File: config.mk
export PLATFORM = sky130hd
export DESIGN_NAME = usb_dma_if
export DESIGN_NICKNAME = d
export VERILOG_FILES = /design/src/hw/usb_dma_if.v
export VERILOG_INCLUDE_DIRS = /design/src /design/src/hw
export SDC_FILE = /design/constraint.sdc
export NUM_CORES = 1
export LEC_CHECK = 0
export BUFFER_PORTS_ARGS = -buffer_cell sky130_fd_sc_hd__buf_2
export CORE_MARGIN = 5
export CORE_UTILIZATION = 30
export CTS_CLUSTER_DIAMETER = 60
export DETAILED_ROUTE_END_ITERATION = 16
export GPL_TIMING_DRIVEN = 0
export PLACE_DENSITY_LB_ADDON = 0.12
export SLEW_MARGIN = 15
export SYNTH_ARGS = -nofsm -noshare
export SYNTH_HDL_FRONTEND = slang
export SYNTH_SLANG_ARGS = --single-unit
File: constraint.sdc
create_clock -name clk_sys -period 2.4 [get_ports clk_sys]
set_input_delay 0.48 -clock clk_sys [delete_from_list [all_inputs] [get_ports clk_sys]]
set_output_delay 0.48 -clock clk_sys [all_outputs]
set_load 0.01 [all_outputs]
File: src/hw/usb_dma_if_defines.vh
// constants for the endpoint dma interface: offsets, fields, encodings, resets
// included by usb_dma_if.v only
`ifndef USB_DMA_IF_DEFINES_VH
`define USB_DMA_IF_DEFINES_VH
`define OFS_RX_UNLK      12'h854
`define OFS_TX_UNLK      12'h858
`define OFS_LINK_CTRL    12'h85c
`define OFS_EP_BASE      12'h800
`define OFS_EP_LAST      12'h824
`define OFS_DMA_STAT     12'h860
`define RST_RX_UNLK      16'h0000
`define RST_TX_UNLK      16'h0000
`define RST_LINK_CTRL    16'h0000
`define RST_EP           16'h0000
`define RX_UNLK_W        10
`define EP_ID_W          4
`define NUM_EP           10
`define STAT_DIS         2'h0
`define STAT_STALL       2'h1
`define STAT_NAK         2'h2
`define STAT_VALID       2'h3
`define TYPE_BULK        2'h0
`define TYPE_CTRL        2'h1
`define TYPE_ISO         2'h2
`define TYPE_INT         2'h3
`define EPF_STAT_RX_LSB  12
`define EPF_RXDONE       15
`define EPF_TYPE_LSB     9
`define EPF_KIND         8
`define EPF_TXDONE       7
`define EPF_STAT_TX_LSB  4
`define LK_TX_EN_BIT     0
`define LK_TX_EP_LSB     1
`define RX_LINKED_MODE_ENABLE_BIT     8
`define LK_RX_EP_LSB     9
`define UNLK_TX_EN_LSB   12
`define ANS_IGNORE       2'h0
`define ANS_STALL        2'h1
`define ANS_NAK          2'h2
`define ANS_ACCEPT       2'h3
`endif

File: src/hw/usb_dma_if.v
// endpoint control/status and dma request logic between usb endpoints and a dma controller
// assumes one ahb-lite master, token events from the usb engine on clk_sys
//
// Notes on behaviour
// - rx state 00: out requests to the endpoint are silently ignored
// - rx state 01 answers stall, 10 answers nak
// - rx state 11: endpoint accepts reception requests
// - tx state 00: in requests to the endpoint are ignored
// - tx state 01 answers stall, 10 answers nak
// - tx state 11: endpoint serves transmission requests
// - type field: 00 bulk, 01 control, 10 iso, 11 interrupt
// - kind bit: double buffer on bulk, status-out on control, else unused
// - two independent dma channels, tx and rx, any of ten endpoints
// - linked mode: one endpoint, requests continue until the chain ends
// - linked mode: endpoint done flag cleared automatically, masked from global irq
// - linked endpoint never raises a transfer-done interrupt from its linked direction
// - unlinked: up to 3 tx endpoints, up to 10 rx endpoints
// - unlinked: one packet per dma transfer
// - unlinked: done flags neither masked nor cleared by hardware
// - rx unlinked enable bits 15:10 read zero
// - rx unlinked enable bits software rw, cleared by hardware on completion
// - rx linked enable set: unlinked enables have no effect
// - unlinked enable 0: no dma request for that endpoint
// - tx state bits: write 0 keeps, write 1 toggles
// - after good in or setup, hardware sets tx state to nak; the logic does so after a good in only, as it sees no setup on xfer
// - iso tx state unchanged by hardware after success
//
// Added by the designer: register access over AHB-Lite.
`timescale 1ns/10ps
`include "usb_dma_if_defines.vh"
//
// register map, byte offsets within the block
//   0x800..0x824  endpoint registers, one word per endpoint 0..9
//   0x854         rx unlinked dma enables, bits 9:0
//   0x858         tx unlinked select and endpoint ids
//   0x85c         linked mode control, tx and rx
//   0x860         dma status, read only
//   other         reads zero, writes dropped
//
// endpoint register fields
//   [15]     rx done, write 0 clears, write 1 keeps
//   [14]     reserved, reads zero
//   [13:12]  rx state, written directly
//   [11]     reserved, reads zero
//   [10:9]   endpoint type
//   [8]      kind bit
//   [7]      tx done, write 0 clears, write 1 keeps
//   [6]      reserved, reads zero
//   [5:4]    tx state, toggled by writing 1
//   [3:0]    endpoint address
//
// tx unlinked control fields
//   [13:12]  select: 0 off, 1..3 serve id 1..3
//   [11:8]   id 3
//   [7:4]    id 2
//   [3:0]    id 1
//   ids only take a write while the tx channel is idle
//
// linked control fields
//   [0]      tx linked enable
//   [4:1]    tx linked endpoint
//   [8]      rx linked enable
//   [12:9]   rx linked endpoint
//   other bits read zero
//
// dma status fields
//   [9] rx busy, [8] tx busy, [7:4] rx endpoint, [3:0] tx endpoint
//
// bus timing
//   zero wait states; hreadyout is tied high
//   read data registered at the address phase edge
//   write data taken at the edge that ends the data phase
//   back-to-back transfers accepted
//
// token timing
//   answer and its strobe one cycle after the token strobe
//   endpoints 10..15 get no strobe at all
//   tokens with the setup flag use the tx state
//
// dma timing
//   channel goes busy one edge after a ready packet is seen
//   request follows busy; linked mode also gates it with ready
//   unlinked busy ends on the last-word ack
//   linked busy ends on the chain terminal count
//   served endpoint is latched only while the channel is idle
//
// limitation: rx endpoints are served lowest first, one packet each,
//   so software sees completions in endpoint order, not arrival order
//
module usb_dma_if (
  input wire clk_sys, // system clock, 125 mhz
  input wire rst_n, // synchronous reset, active low
  input wire hsel, // ahb slave select
  input wire [31:0] haddr, // ahb address
  input wire [1:0] htrans, // ahb transfer type
  input wire hwrite, // ahb write
  input wire [2:0] hsize, // ahb size
  input wire [31:0] hwdata, // ahb write data
  input wire hready, // ahb bus ready
  output wire hreadyout, // ahb slave ready
  output wire hresp, // ahb response, always okay
  output reg [31:0] hrdata, // ahb read data
  input wire tokStrobe, // usb token event, one-cycle pulse
  input wire tokIsIn, // 1: in token, 0: out token
  input wire tokSetup, // token is a setup
  input wire [3:0] tokEp, // endpoint of token
  input wire xferGood, // transaction ended correctly, pulse
  input wire xferIsIn, // direction of the good transaction
  input wire [3:0] xferEp, // endpoint of the good transaction
  output reg [1:0] tokAnswer, // ignore, stall, nak or accept
  output reg tokAnswerValid, // answer strobe, one cycle
  output reg doubleBufSel, // kind bit on bulk for answered endpoint
  output reg statusOutSel, // kind bit on control for answered endpoint
  input wire txPktReady, // tx packet ready for the mapped endpoint
  input wire rxPktReady, // rx packet ready for the mapped endpoint
  input wire txLastAck, // dma accepted last tx word, pulse
  input wire rxLastAck, // dma accepted last rx word, pulse
  input wire txChainDone, // tx descriptor chain done (terminal count)
  input wire rxChainDone, // rx descriptor chain done (terminal count)
  output wire txDmaReq, // tx channel request
  output wire rxDmaReq, // rx channel request
  output reg [3:0] txDmaEp, // endpoint served on tx channel
  output reg [3:0] rxDmaEp, // endpoint served on rx channel
  output wire globalTransferDoneIrq // global transfer-done interrupt
);
  localparam ST_IDLE = 2'b01;
  localparam ST_DATA = 2'b10;

  reg [1:0] stateQ;
  reg [11:0] addrQ;
  reg writeQ;
  reg [15:0] epRegQ [0:`NUM_EP-1];
  reg [`RX_UNLK_W-1:0] rxUnlinkedDmaEnablesQ;
  reg [15:0] txUnlkQ;
  reg [15:0] linkCtrlQ;
  reg txBusyQ;
  reg rxBusyQ;
  wire txLinkedModeEnable;
  wire rxLinkedModeEnable;
  wire [3:0] txLinkedEp;
  wire [3:0] rxLinkedEp;
  wire [1:0] txUnlkSel;
  wire [3:0] txUnlkEp;
  wire [`NUM_EP-1:0] epWrite;
  wire [`NUM_EP-1:0] epIrq;
  wire addrPhase;
  wire [15:0] rxUnlkRst;
  integer i;

  function [1:0] answerOf;
    input [1:0] stat;
    begin
      case (stat)
        `STAT_DIS: answerOf = `ANS_IGNORE;
        `STAT_STALL: answerOf = `ANS_STALL;
        `STAT_NAK: answerOf = `ANS_NAK;
        default: answerOf = `ANS_ACCEPT;
      endcase
    end
  endfunction

  function [3:0] epIndex;
    input [11:0] a;
    begin
      epIndex = a[5:2];
    end
  endfunction

  assign hreadyout = 1'b1;
  assign hresp = 1'b0;
  assign addrPhase = hsel & hready & htrans[1];
  assign rxUnlkRst = `RST_RX_UNLK;

  assign txLinkedModeEnable = linkCtrlQ[`LK_TX_EN_BIT];
  assign rxLinkedModeEnable = linkCtrlQ[`RX_LINKED_MODE_ENABLE_BIT];
  assign txLinkedEp = linkCtrlQ[`LK_TX_EP_LSB +: 4];
  assign rxLinkedEp = linkCtrlQ[`LK_RX_EP_LSB +: 4];
  assign txUnlkSel = txUnlkQ[`UNLK_TX_EN_LSB +: 2];
  // three tx ids share one channel; the select picks which one is served
  assign txUnlkEp = (txUnlkSel == 2'h1) ? txUnlkQ[3:0] :
                    (txUnlkSel == 2'h2) ? txUnlkQ[7:4] : txUnlkQ[11:8];

  // bus state machine: one address phase, then a zero-wait data phase
  always @(posedge clk_sys) begin
    if (!rst_n) begin
      stateQ <= ST_IDLE;
      addrQ <= 12'h000;
      writeQ <= 1'b0;
    end else begin
      case (stateQ)
        ST_IDLE: begin
          if (addrPhase) begin
            stateQ <= ST_DATA;
            addrQ <= haddr[11:0];
            writeQ <= hwrite;
          end
        end
        ST_DATA: begin
          if (addrPhase) begin
            addrQ <= haddr[11:0];
            writeQ <= hwrite;
          end else begin
            stateQ <= ST_IDLE;
          end
        end
        default: stateQ <= ST_IDLE;
      endcase
    end
  end

  // endpoint registers, one per word from the endpoint base
  genvar g;
  generate
    for (g = 0; g < `NUM_EP; g = g + 1) begin : gEp
      wire swWr;
      wire hwTxGood;
      wire hwRxGood;
      wire isLinkedTx;
      wire isLinkedRx;
      wire [15:0] cur;
      assign cur = epRegQ[g];
      assign swWr = (stateQ == ST_DATA) & writeQ & (addrQ >= `OFS_EP_BASE) &
                    (addrQ <= `OFS_EP_LAST) & (epIndex(addrQ) == g);
      assign epWrite[g] = swWr;
      assign hwTxGood = xferGood & xferIsIn & (xferEp == g);
      assign hwRxGood = xferGood & ~xferIsIn & (xferEp == g);
      assign isLinkedTx = txLinkedModeEnable & (txLinkedEp == g);
      assign isLinkedRx = rxLinkedModeEnable & (rxLinkedEp == g);
      // the done flag of a linked direction never reaches the cpu interrupt
      assign epIrq[g] = (cur[`EPF_TXDONE] & ~isLinkedTx) |
                        (cur[`EPF_RXDONE] & ~isLinkedRx);
      always @(posedge clk_sys) begin
        if (!rst_n) begin
          epRegQ[g] <= `RST_EP;
        end else begin : upd
          reg [15:0] nxt;
          nxt = cur;
          if (swWr) begin
            nxt[`EPF_TYPE_LSB +: 2] = hwdata[`EPF_TYPE_LSB +: 2];
            nxt[`EPF_KIND] = hwdata[`EPF_KIND];
            nxt[3:0] = hwdata[3:0];
            nxt[`EPF_STAT_TX_LSB +: 2] = cur[`EPF_STAT_TX_LSB +: 2] ^
                                         hwdata[`EPF_STAT_TX_LSB +: 2];
            nxt[`EPF_STAT_RX_LSB +: 2] = hwdata[`EPF_STAT_RX_LSB +: 2];
            // done flags are cleared by writing 0
            if (!hwdata[`EPF_TXDONE])
              nxt[`EPF_TXDONE] = 1'b0;
            if (!hwdata[`EPF_RXDONE])
              nxt[`EPF_RXDONE] = 1'b0;
          end
          if (hwTxGood) begin
            nxt[`EPF_TXDONE] = ~isLinkedTx; // set wins over clear
            if (cur[`EPF_TYPE_LSB +: 2] != `TYPE_ISO)
              nxt[`EPF_STAT_TX_LSB +: 2] = `STAT_NAK;
          end
          if (hwRxGood)
            nxt[`EPF_RXDONE] = ~isLinkedRx;
          if (isLinkedTx)
            nxt[`EPF_TXDONE] = 1'b0;
          if (isLinkedRx)
            nxt[`EPF_RXDONE] = 1'b0;
          epRegQ[g] <= nxt;
        end
      end
    end
  endgenerate

  assign globalTransferDoneIrq = |epIrq;

  // control registers
  always @(posedge clk_sys) begin
    if (!rst_n) begin
      rxUnlinkedDmaEnablesQ <= rxUnlkRst[`RX_UNLK_W-1:0];
      txUnlkQ <= `RST_TX_UNLK;
      linkCtrlQ <= `RST_LINK_CTRL;
    end else begin
      if (stateQ == ST_DATA && writeQ && addrQ == `OFS_RX_UNLK)
        rxUnlinkedDmaEnablesQ <= hwdata[`RX_UNLK_W-1:0];
      // completion clears after software write so hardware wins the same cycle
      if (rxLastAck && !rxLinkedModeEnable && rxDmaEp < `NUM_EP)
        rxUnlinkedDmaEnablesQ[rxDmaEp] <= 1'b0;
      // ids only change while the tx channel is idle
      if (stateQ == ST_DATA && writeQ && addrQ == `OFS_TX_UNLK) begin
        txUnlkQ[13:12] <= hwdata[13:12];
        if (!txBusyQ)
          txUnlkQ[11:0] <= hwdata[11:0];
      end
      if (stateQ == ST_DATA && writeQ && addrQ == `OFS_LINK_CTRL)
        linkCtrlQ <= {3'h0, hwdata[12:8], 3'h0, hwdata[4:0]};
    end
  end

  // token answers from the endpoint state fields
  always @(posedge clk_sys) begin
    if (!rst_n) begin
      tokAnswer <= `ANS_IGNORE;
      tokAnswerValid <= 1'b0;
      doubleBufSel <= 1'b0;
      statusOutSel <= 1'b0;
    end else begin
      tokAnswerValid <= tokStrobe & (tokEp < `NUM_EP);
      if (tokStrobe && tokEp < `NUM_EP) begin
        tokAnswer <= (tokIsIn | tokSetup) ?
                     answerOf(epRegQ[tokEp][`EPF_STAT_TX_LSB +: 2]) :
                     answerOf(epRegQ[tokEp][`EPF_STAT_RX_LSB +: 2]);
        doubleBufSel <= epRegQ[tokEp][`EPF_KIND] &
                        (epRegQ[tokEp][`EPF_TYPE_LSB +: 2] == `TYPE_BULK);
        statusOutSel <= epRegQ[tokEp][`EPF_KIND] &
                        (epRegQ[tokEp][`EPF_TYPE_LSB +: 2] == `TYPE_CTRL);
      end
    end
  end

  // rx channel: first enabled endpoint, linked overrides unlinked
  reg [3:0] rxPick;
  reg rxAny;
  always @* begin
    rxPick = 4'h0;
    rxAny = 1'b0;
    if (rxLinkedModeEnable) begin
      rxPick = rxLinkedEp;
      rxAny = 1'b1;
    end else begin
      for (i = `NUM_EP - 1; i >= 0; i = i - 1) begin
        if (rxUnlinkedDmaEnablesQ[i]) begin
          rxPick = i[3:0];
          rxAny = 1'b1;
        end
      end
    end
  end

  // busy spans one packet in unlinked mode, the whole chain in linked mode
  always @(posedge clk_sys) begin
    if (!rst_n) begin
      txBusyQ <= 1'b0;
      rxBusyQ <= 1'b0;
      txDmaEp <= 4'h0;
      rxDmaEp <= 4'h0;
    end else begin
      if (!txBusyQ) begin
        txDmaEp <= txLinkedModeEnable ? txLinkedEp : txUnlkEp;
        if (txPktReady && (txLinkedModeEnable || txUnlkSel != 2'h0))
          txBusyQ <= 1'b1;
      end else if (txLinkedModeEnable ? txChainDone : txLastAck) begin
        txBusyQ <= 1'b0;
      end
      if (!rxBusyQ) begin
        rxDmaEp <= rxPick;
        if (rxPktReady && rxAny)
          rxBusyQ <= 1'b1;
      end else if (rxLinkedModeEnable ? rxChainDone : rxLastAck) begin
        rxBusyQ <= 1'b0;
      end
    end
  end

  // in linked mode the request may rest between packets of the chain
  assign txDmaReq = txBusyQ & (txPktReady | ~txLinkedModeEnable);
  assign rxDmaReq = rxBusyQ & (rxPktReady | ~rxLinkedModeEnable);

  // read mux; reserved rx bits read zero
  always @(posedge clk_sys) begin
    if (!rst_n) begin
      hrdata <= 32'h00000000;
    end else if (addrPhase && !hwrite) begin
      hrdata <= 32'h00000000;
      if (haddr[11:0] == `OFS_RX_UNLK)
        hrdata <= {22'h000000, rxUnlinkedDmaEnablesQ};
      else if (haddr[11:0] == `OFS_TX_UNLK)
        hrdata <= {16'h0000, txUnlkQ};
      else if (haddr[11:0] == `OFS_LINK_CTRL)
        hrdata <= {16'h0000, linkCtrlQ};
      else if (haddr[11:0] == `OFS_DMA_STAT)
        hrdata <= {22'h000000, rxBusyQ, txBusyQ, rxDmaEp, txDmaEp};
      else if (haddr[11:0] >= `OFS_EP_BASE && haddr[11:0] <= `OFS_EP_LAST)
        hrdata <= {16'h0000, epRegQ[epIndex(haddr[11:0])]};
    end
  end
endmodule // usb_dma_if

Word level (Yosys, flattened, before mapping)
Memories as Yosys holds them, arrays and structs flattened.
Cells that the tools add are included.
{"block": "totals", "reg_bits": 96, "elab_cells": 499, "ramBits": 160, "n_memories": 1}
{"name": "epRegQ", "words": 10, "width": 16, "read_ports": 12, "rd_ports_with_merged_regs": 0, "wr": 10, "line": "usb_dma_if.v:132", "text": "reg [15:0] epRegQ [0:`NUM_EP-1];"}
{"block": "op_classes", "n_bitwise": 141, "n_reduce_logical": 28, "n_lt_le_gt_ge": 8, "n_eq_ne": 64, "n_mux": 241}
{"cell": "16-bit two-way mux", "count": 15}
{"cell": "4-bit two-way mux", "count": 34}
{"cell": "6-bit two-way mux", "count": 20}
{"cell": "1-bit two-way mux", "count": 112}
{"cell": "2-bit two-way mux", "count": 53}
{"cell": "12-bit equality test (second input constant)", "count": 7}
{"cell": "1-bit AND", "count": 82}
{"cell": "4-bit by 3-bit equality test with 1-bit output (second input constant)", "count": 16}
{"cell": "4-bit by 2-bit equality test with 1-bit output (second input constant)", "count": 8}
{"cell": "4-bit equality test (second input constant)", "count": 8}
{"cell": "10-bit two-way mux", "count": 3}
{"cell": "12-bit >= comparator (second input constant)", "count": 2}
{"cell": "12-bit <= comparator (second input constant)", "count": 2}
{"cell": "2-bit != test (second input constant)", "count": 12}
{"cell": "1-bit inverter", "count": 24}
{"cell": "1-bit OR", "count": 23}
{"cell": "2-bit bitwise XOR", "count": 10}
{"cell": "4-bit by 1-bit equality test with 1-bit output (second input constant)", "count": 4}
{"cell": "4-bit logical NOT", "count": 4}
{"cell": "1-bit logical AND", "count": 12}
{"cell": "2-bit one-hot mux with 3 select lines", "count": 2}
{"cell": "10-bit AND", "count": 1}
{"cell": "2-bit by 1-bit equality test with 1-bit output (second input constant)", "count": 5}
{"cell": "10-bit inverter", "count": 1}
{"cell": "13 further kinds", "count": 22}

Longest topological paths before layout
{"block": "depth", "word_depth": 14, "ltp_mapped": 9, "ltp_nobuf": 7}

Worst setup path before layout
OpenSTA, ideal clock, no wires.
{"block": "synth_timing", "path_type": "reg2out", "start": "reg linkCtrlQ[8]", "end": "out globalTransferDoneIrq", "required_time_ns": 1.920, "stages_incl_launch_ff": 7, "slack_ns": 0.287, "arrival_time_ns": 1.633, "path_cell_list": "dfxtp_1 > or3b_2 > clkbuf_1 > nor3_1 > o32ai_1 > nor4_1 > nand4_1"}
{"block": "synth_between", "elab_chain_cells": 5}
{"element": "from (decl)", "line": "usb_dma_if.v:135", "text": "reg [15:0] linkCtrlQ;"}
{"element": "from (signal assigned)", "line": "usb_dma_if.v:275", "text": "linkCtrlQ <= `RST_LINK_CTRL;"}
{"element": "from (signal assigned)", "line": "usb_dma_if.v:289", "text": "linkCtrlQ <= {3'h0, hwdata[12:8], 3'h0, hwdata[4:0]};"}
{"element": "1-bit AND", "line": "usb_dma_if.v:228", "text": "assign isLinkedRx = rxLinkedModeEnable & (rxLinkedEp == g);"}
{"element": "1-bit inverter", "line": "usb_dma_if.v:231", "text": "(cur[`EPF_RXDONE] & ~isLinkedRx);"}
{"element": "1-bit AND", "line": "usb_dma_if.v:231"}
{"element": "1-bit OR", "line": "usb_dma_if.v:230", "text": "assign epIrq[g] = (cur[`EPF_TXDONE] & ~isLinkedTx) |"}
{"element": "10-bit OR reduction *", "line": "usb_dma_if.v:268", "text": "assign globalTransferDoneIrq = |epIrq;"}
{"element": "to (decl)", "line": "usb_dma_if.v:124", "text": "output wire globalTransferDoneIrq"}
Mark *: on every way between the ends. The rest lies on a longest branch, timed or not.

Final worst setup path
{"block": "layout_timing", "start": "reg linkCtrlQ[9]", "end": "out globalTransferDoneIrq"}
{"block": "layout_between", "elab_chain_cells": 6}
{"element": "4-bit by 1-bit equality test with 1-bit output (tied with other cells)", "line": "usb_dma_if.v:228"}
{"element": "1-bit AND", "line": "usb_dma_if.v:228"}
{"element": "1-bit inverter", "line": "usb_dma_if.v:231"}
{"element": "1-bit AND", "line": "usb_dma_if.v:231"}
{"element": "1-bit OR", "line": "usb_dma_if.v:230"}
{"element": "10-bit OR reduction *", "line": "usb_dma_if.v:268"}
Marks and branches as above.

==> impl_results.md <==
* Outcome: finished, violations left
* Violated checks: setup timing
* First-pass GRT wire length at between 70000 and 80000 microns
* # hold bufs at CTS at 0
* WS Path Type: reg -> out
* GR Util met1 at 31.4%
* Chip height at 206 microns
* Core Util, Final at 36.7%
* Leak Pwr at 4.94 nW
* Non-filler instance count after layout at 2058
* DR pass1 iterations at 5
* Seq/Total Area, Yosys at 36.3%
* Mean Syn Cell Area at 8.26 sq um
* Worst IR Drop VDD at 415 uV
* Width of the die at 206 microns
* Netlist cell types at 78
* Clock insertion delay at the later pin of the skew report at about 570 ps
* Max-cap viol count at 0
* Synthesized instance count at 1395
* Routed Antenna Nets at 0
* Io pins at 143
* Gr usage total at 23.2%
* Min Tclk post-route at 2750 ps
* Final setup TNS at -348 ps
* Clk pin slew, worst setup/hold paths at about 60 ps
* CTS tree: yes
* Crit Path Max Fanout at 8
* Post-synth EDFFs at 0
* Synth area leader: dfxtp_1
* Tightest Pin Transition at ~1100 ps
* HPWL Detailed at between 30000 and 40000 microns
* GRT overflow at 0
* Global routing's busiest layer: met2
* Port Buffers at 75
* Post-synth ARST share at 0%
* Inst Count DP at 1998
* Vias in the first global route at 10700
* Hold Slack at roughly 190 ps
* Number of H-tree levels at 1
* Total Nets Final at 1622
* Maximum achievable frequency at 364 MHz
* Die ar. at 42400 sq um
* DRC at 0
* Wire length per cell at 24.7 microns
* # diodes at 0
* Met2 Use GR at 39.0%
* CTS Root Cell: clkbuf_16
* Max clock buf depth at 3
* Synth Warn # at 0
* Final Hold Fails at 0
* Worst setup EP type: primary output
* Worst slack, placed at -885 ps
* P&R area growth vs syn at 20.4%
* DR iter-0 viols at 873
* P per Cell Area at 630 nW/um^2
* Synthesis-stage register bit count at 209
* Via count at 11200
* Netlist Area Pre-Place at 11500 sq um
* WL final at slightly above 50000 microns
* Ranking of synthesized cells by area: dfxtp_1 36%, nand2_1 9.4%, a21boi_0 5.0%, mux2i_1 4.9%, mux4_2 4.7%
* Final worst clock skew at 28.0 ps
* Starting Density at 30.5%
* Core ar. at ~38000 sq um
* Drt via density at 5.44
* Global placement routability congestion at 0.950
* Post-route setup slack at -348 ps
* Post-synth top area share at 36.3%
* Final period util at 115%
* TritonCTS Buffers at 30
* Synth Flop Type: dfxtp_1
* Largest net degree at the start of global routing at 15
* Crit path required time at 1920 ps
* Worst hold path class: in -> reg
* Clock sink count at 209
* Max_slew headroom at 27.6%
* Worst Path Arrival at 2270 ps
* Crit start category: flip-flop
* Rows at 71
* Slew Viols, Final at 0
* Final setup violation count at 1
* GR Util met3 at between 3 and 4%
* Fraction of layout cells with a size suffix above 1 at roughly 17%
* Initial antenna violation count at 1
* RSZ-0062 raised after global routing: yes
-- cell type report --
class	count	area [sq um]
fill	3984	23900
multi-input combinational	1060	6850
sequential	209	4210
clock buffer	39	816
tap	511	639
buffer	117	611
timing repair buffer	85	479
clock inverter	13	175
inverter	24	90.1
-- critical path, stage by stage, from the launching register on --
cell and delay [ps]:
dfxtp_4 380, or2_4 280, o41ai_2 290, nand3_1 150, nor4_2 280, nand4_1 150, buf_2 170
-- placed cells by master (no fill, tap or decap), types with 6 or more instances in the layout --
cell type and n:
a31oi_1 17, clkbuf_1 66, o22ai_1 10, mux2i_1 56, xor2_1 10, buf_4 36
nor3b_1 12, and3_1 10, nor2b_1 38, a211oi_1 12, a221oi_1 8, buf_2 90
nand4_1 6, clkinv_2 6, nor3_1 15, nor4_1 6, mux2_2 13, a21o_1 6
a211o_1 7, nor2_1 35, clkbuf_4 6, mux4_2 24, nand2_1 287, clkbuf_16 31
nand3_1 63, dfxtp_1 202, o21ai_0 73, conb_1 19, nand2b_1 22, xnor2_1 10
a21boi_1 38, inv_1 23, o21a_1 7, a21boi_0 77, a21oi_1 59, o211ai_1 10
and2_1 11
-- registers in the layout, summed over array words and instances (netlist names), 2 cells and up --
register / cells
epRegQ: 130
hrdata: 15
txUnlkQ: 14
addrQ: 12
linkCtrlQ: 10
rxUnlinkedDmaEnablesQ: 10
rxDmaEp: 4
txDmaEp: 4
stateQ: 2
tokAnswer: 2
-- per-stage QoR --
stage | instance area (sq um) | power (mW)
detailed placement | 12600 | 4.26
global placement | 12600 | 4.26
CTS | 13800 | 8.78
finish | 13900 | 8.73
floorplan | 11600 | 3.96
global route | 13900 | 8.96
-- final timing paths --
path	cells after the start	startpoint	slack, ps	end
max	6	linkCtrlQ[9]	-350	globalTransferDoneIrq
min	3	hwrite	190	writeQ
max reg2reg	8	stateQ[0]	90	epRegQ[1][4]
min reg2reg	2	hrdata[6]	450	hrdata[6]
-- where the power goes --
| part | leakage, nW | switching, mW | internal, mW |
|---|---|---|---|
| clock | 0.486 | 1.73 | 2.80 |
| combinational | 2.76 | 0.474 | 0.217 |
| sequential | 1.69 | 0.0219 | 3.49 |
| total | 4.94 | 2.22 | 6.51 |
-- layer usage --
layer / part of all wire (%) / wire (microns)
met3: 6.3 / 3180
met5: 0 / 0
met1: 44 / 22300
met2: 47 / 24000
met4: 2.7 / 1350
-- repair_timing --
action,in CTS,in global routing
setup endpoints to repair,123,70
resized for setup,34,45
setup buffers,9,1
pin swaps,10,6
-- logic make-up (layout without fill, tap and decap cells) --
| family | Yosys count | in the layout | synth area share (%) |
|---|---|---|---|
| AND/OR/NAND/NOR | 557 | 557 | 23.9 |
| buffers and inverters | 143 | 278 | 5.71 |
| other | 2 | 19 | 0.0652 |
| AO/OA/AOI/OAI | 369 | 369 | 21.4 |
| adder cells (fa/ha/maj) | 2 | 2 | 0.217 |
| multiplexers | 93 | 93 | 10.8 |
| XOR/XNOR | 20 | 20 | 1.52 |
| flip-flops | 209 | 209 | 36.3 |
-- cells in the mapped netlist, drive strengths merged, types with 5 or more instances --
cell,number
xnor2,10
mux2i,56
nand3,63
a31oi,17
buf,46
a211oi,12
a21boi,115
nor3,18
nand2b,23
mux4,24
and2,11
a211o,7
or2,6
mux2,13
nor2b,38
nand3b,5
and3,10
o211ai,10
nand4,6
clkbuf,73
o21ai,76
dfxtp,209
o21a,7
a21o,6
o22ai,10
nor3b,12
nand2,289
xor2,10
a21oi,59
inv,23
a221oi,8
nor2,39
o31ai,7
nor4,12
(Power assumes the default switching activity.)
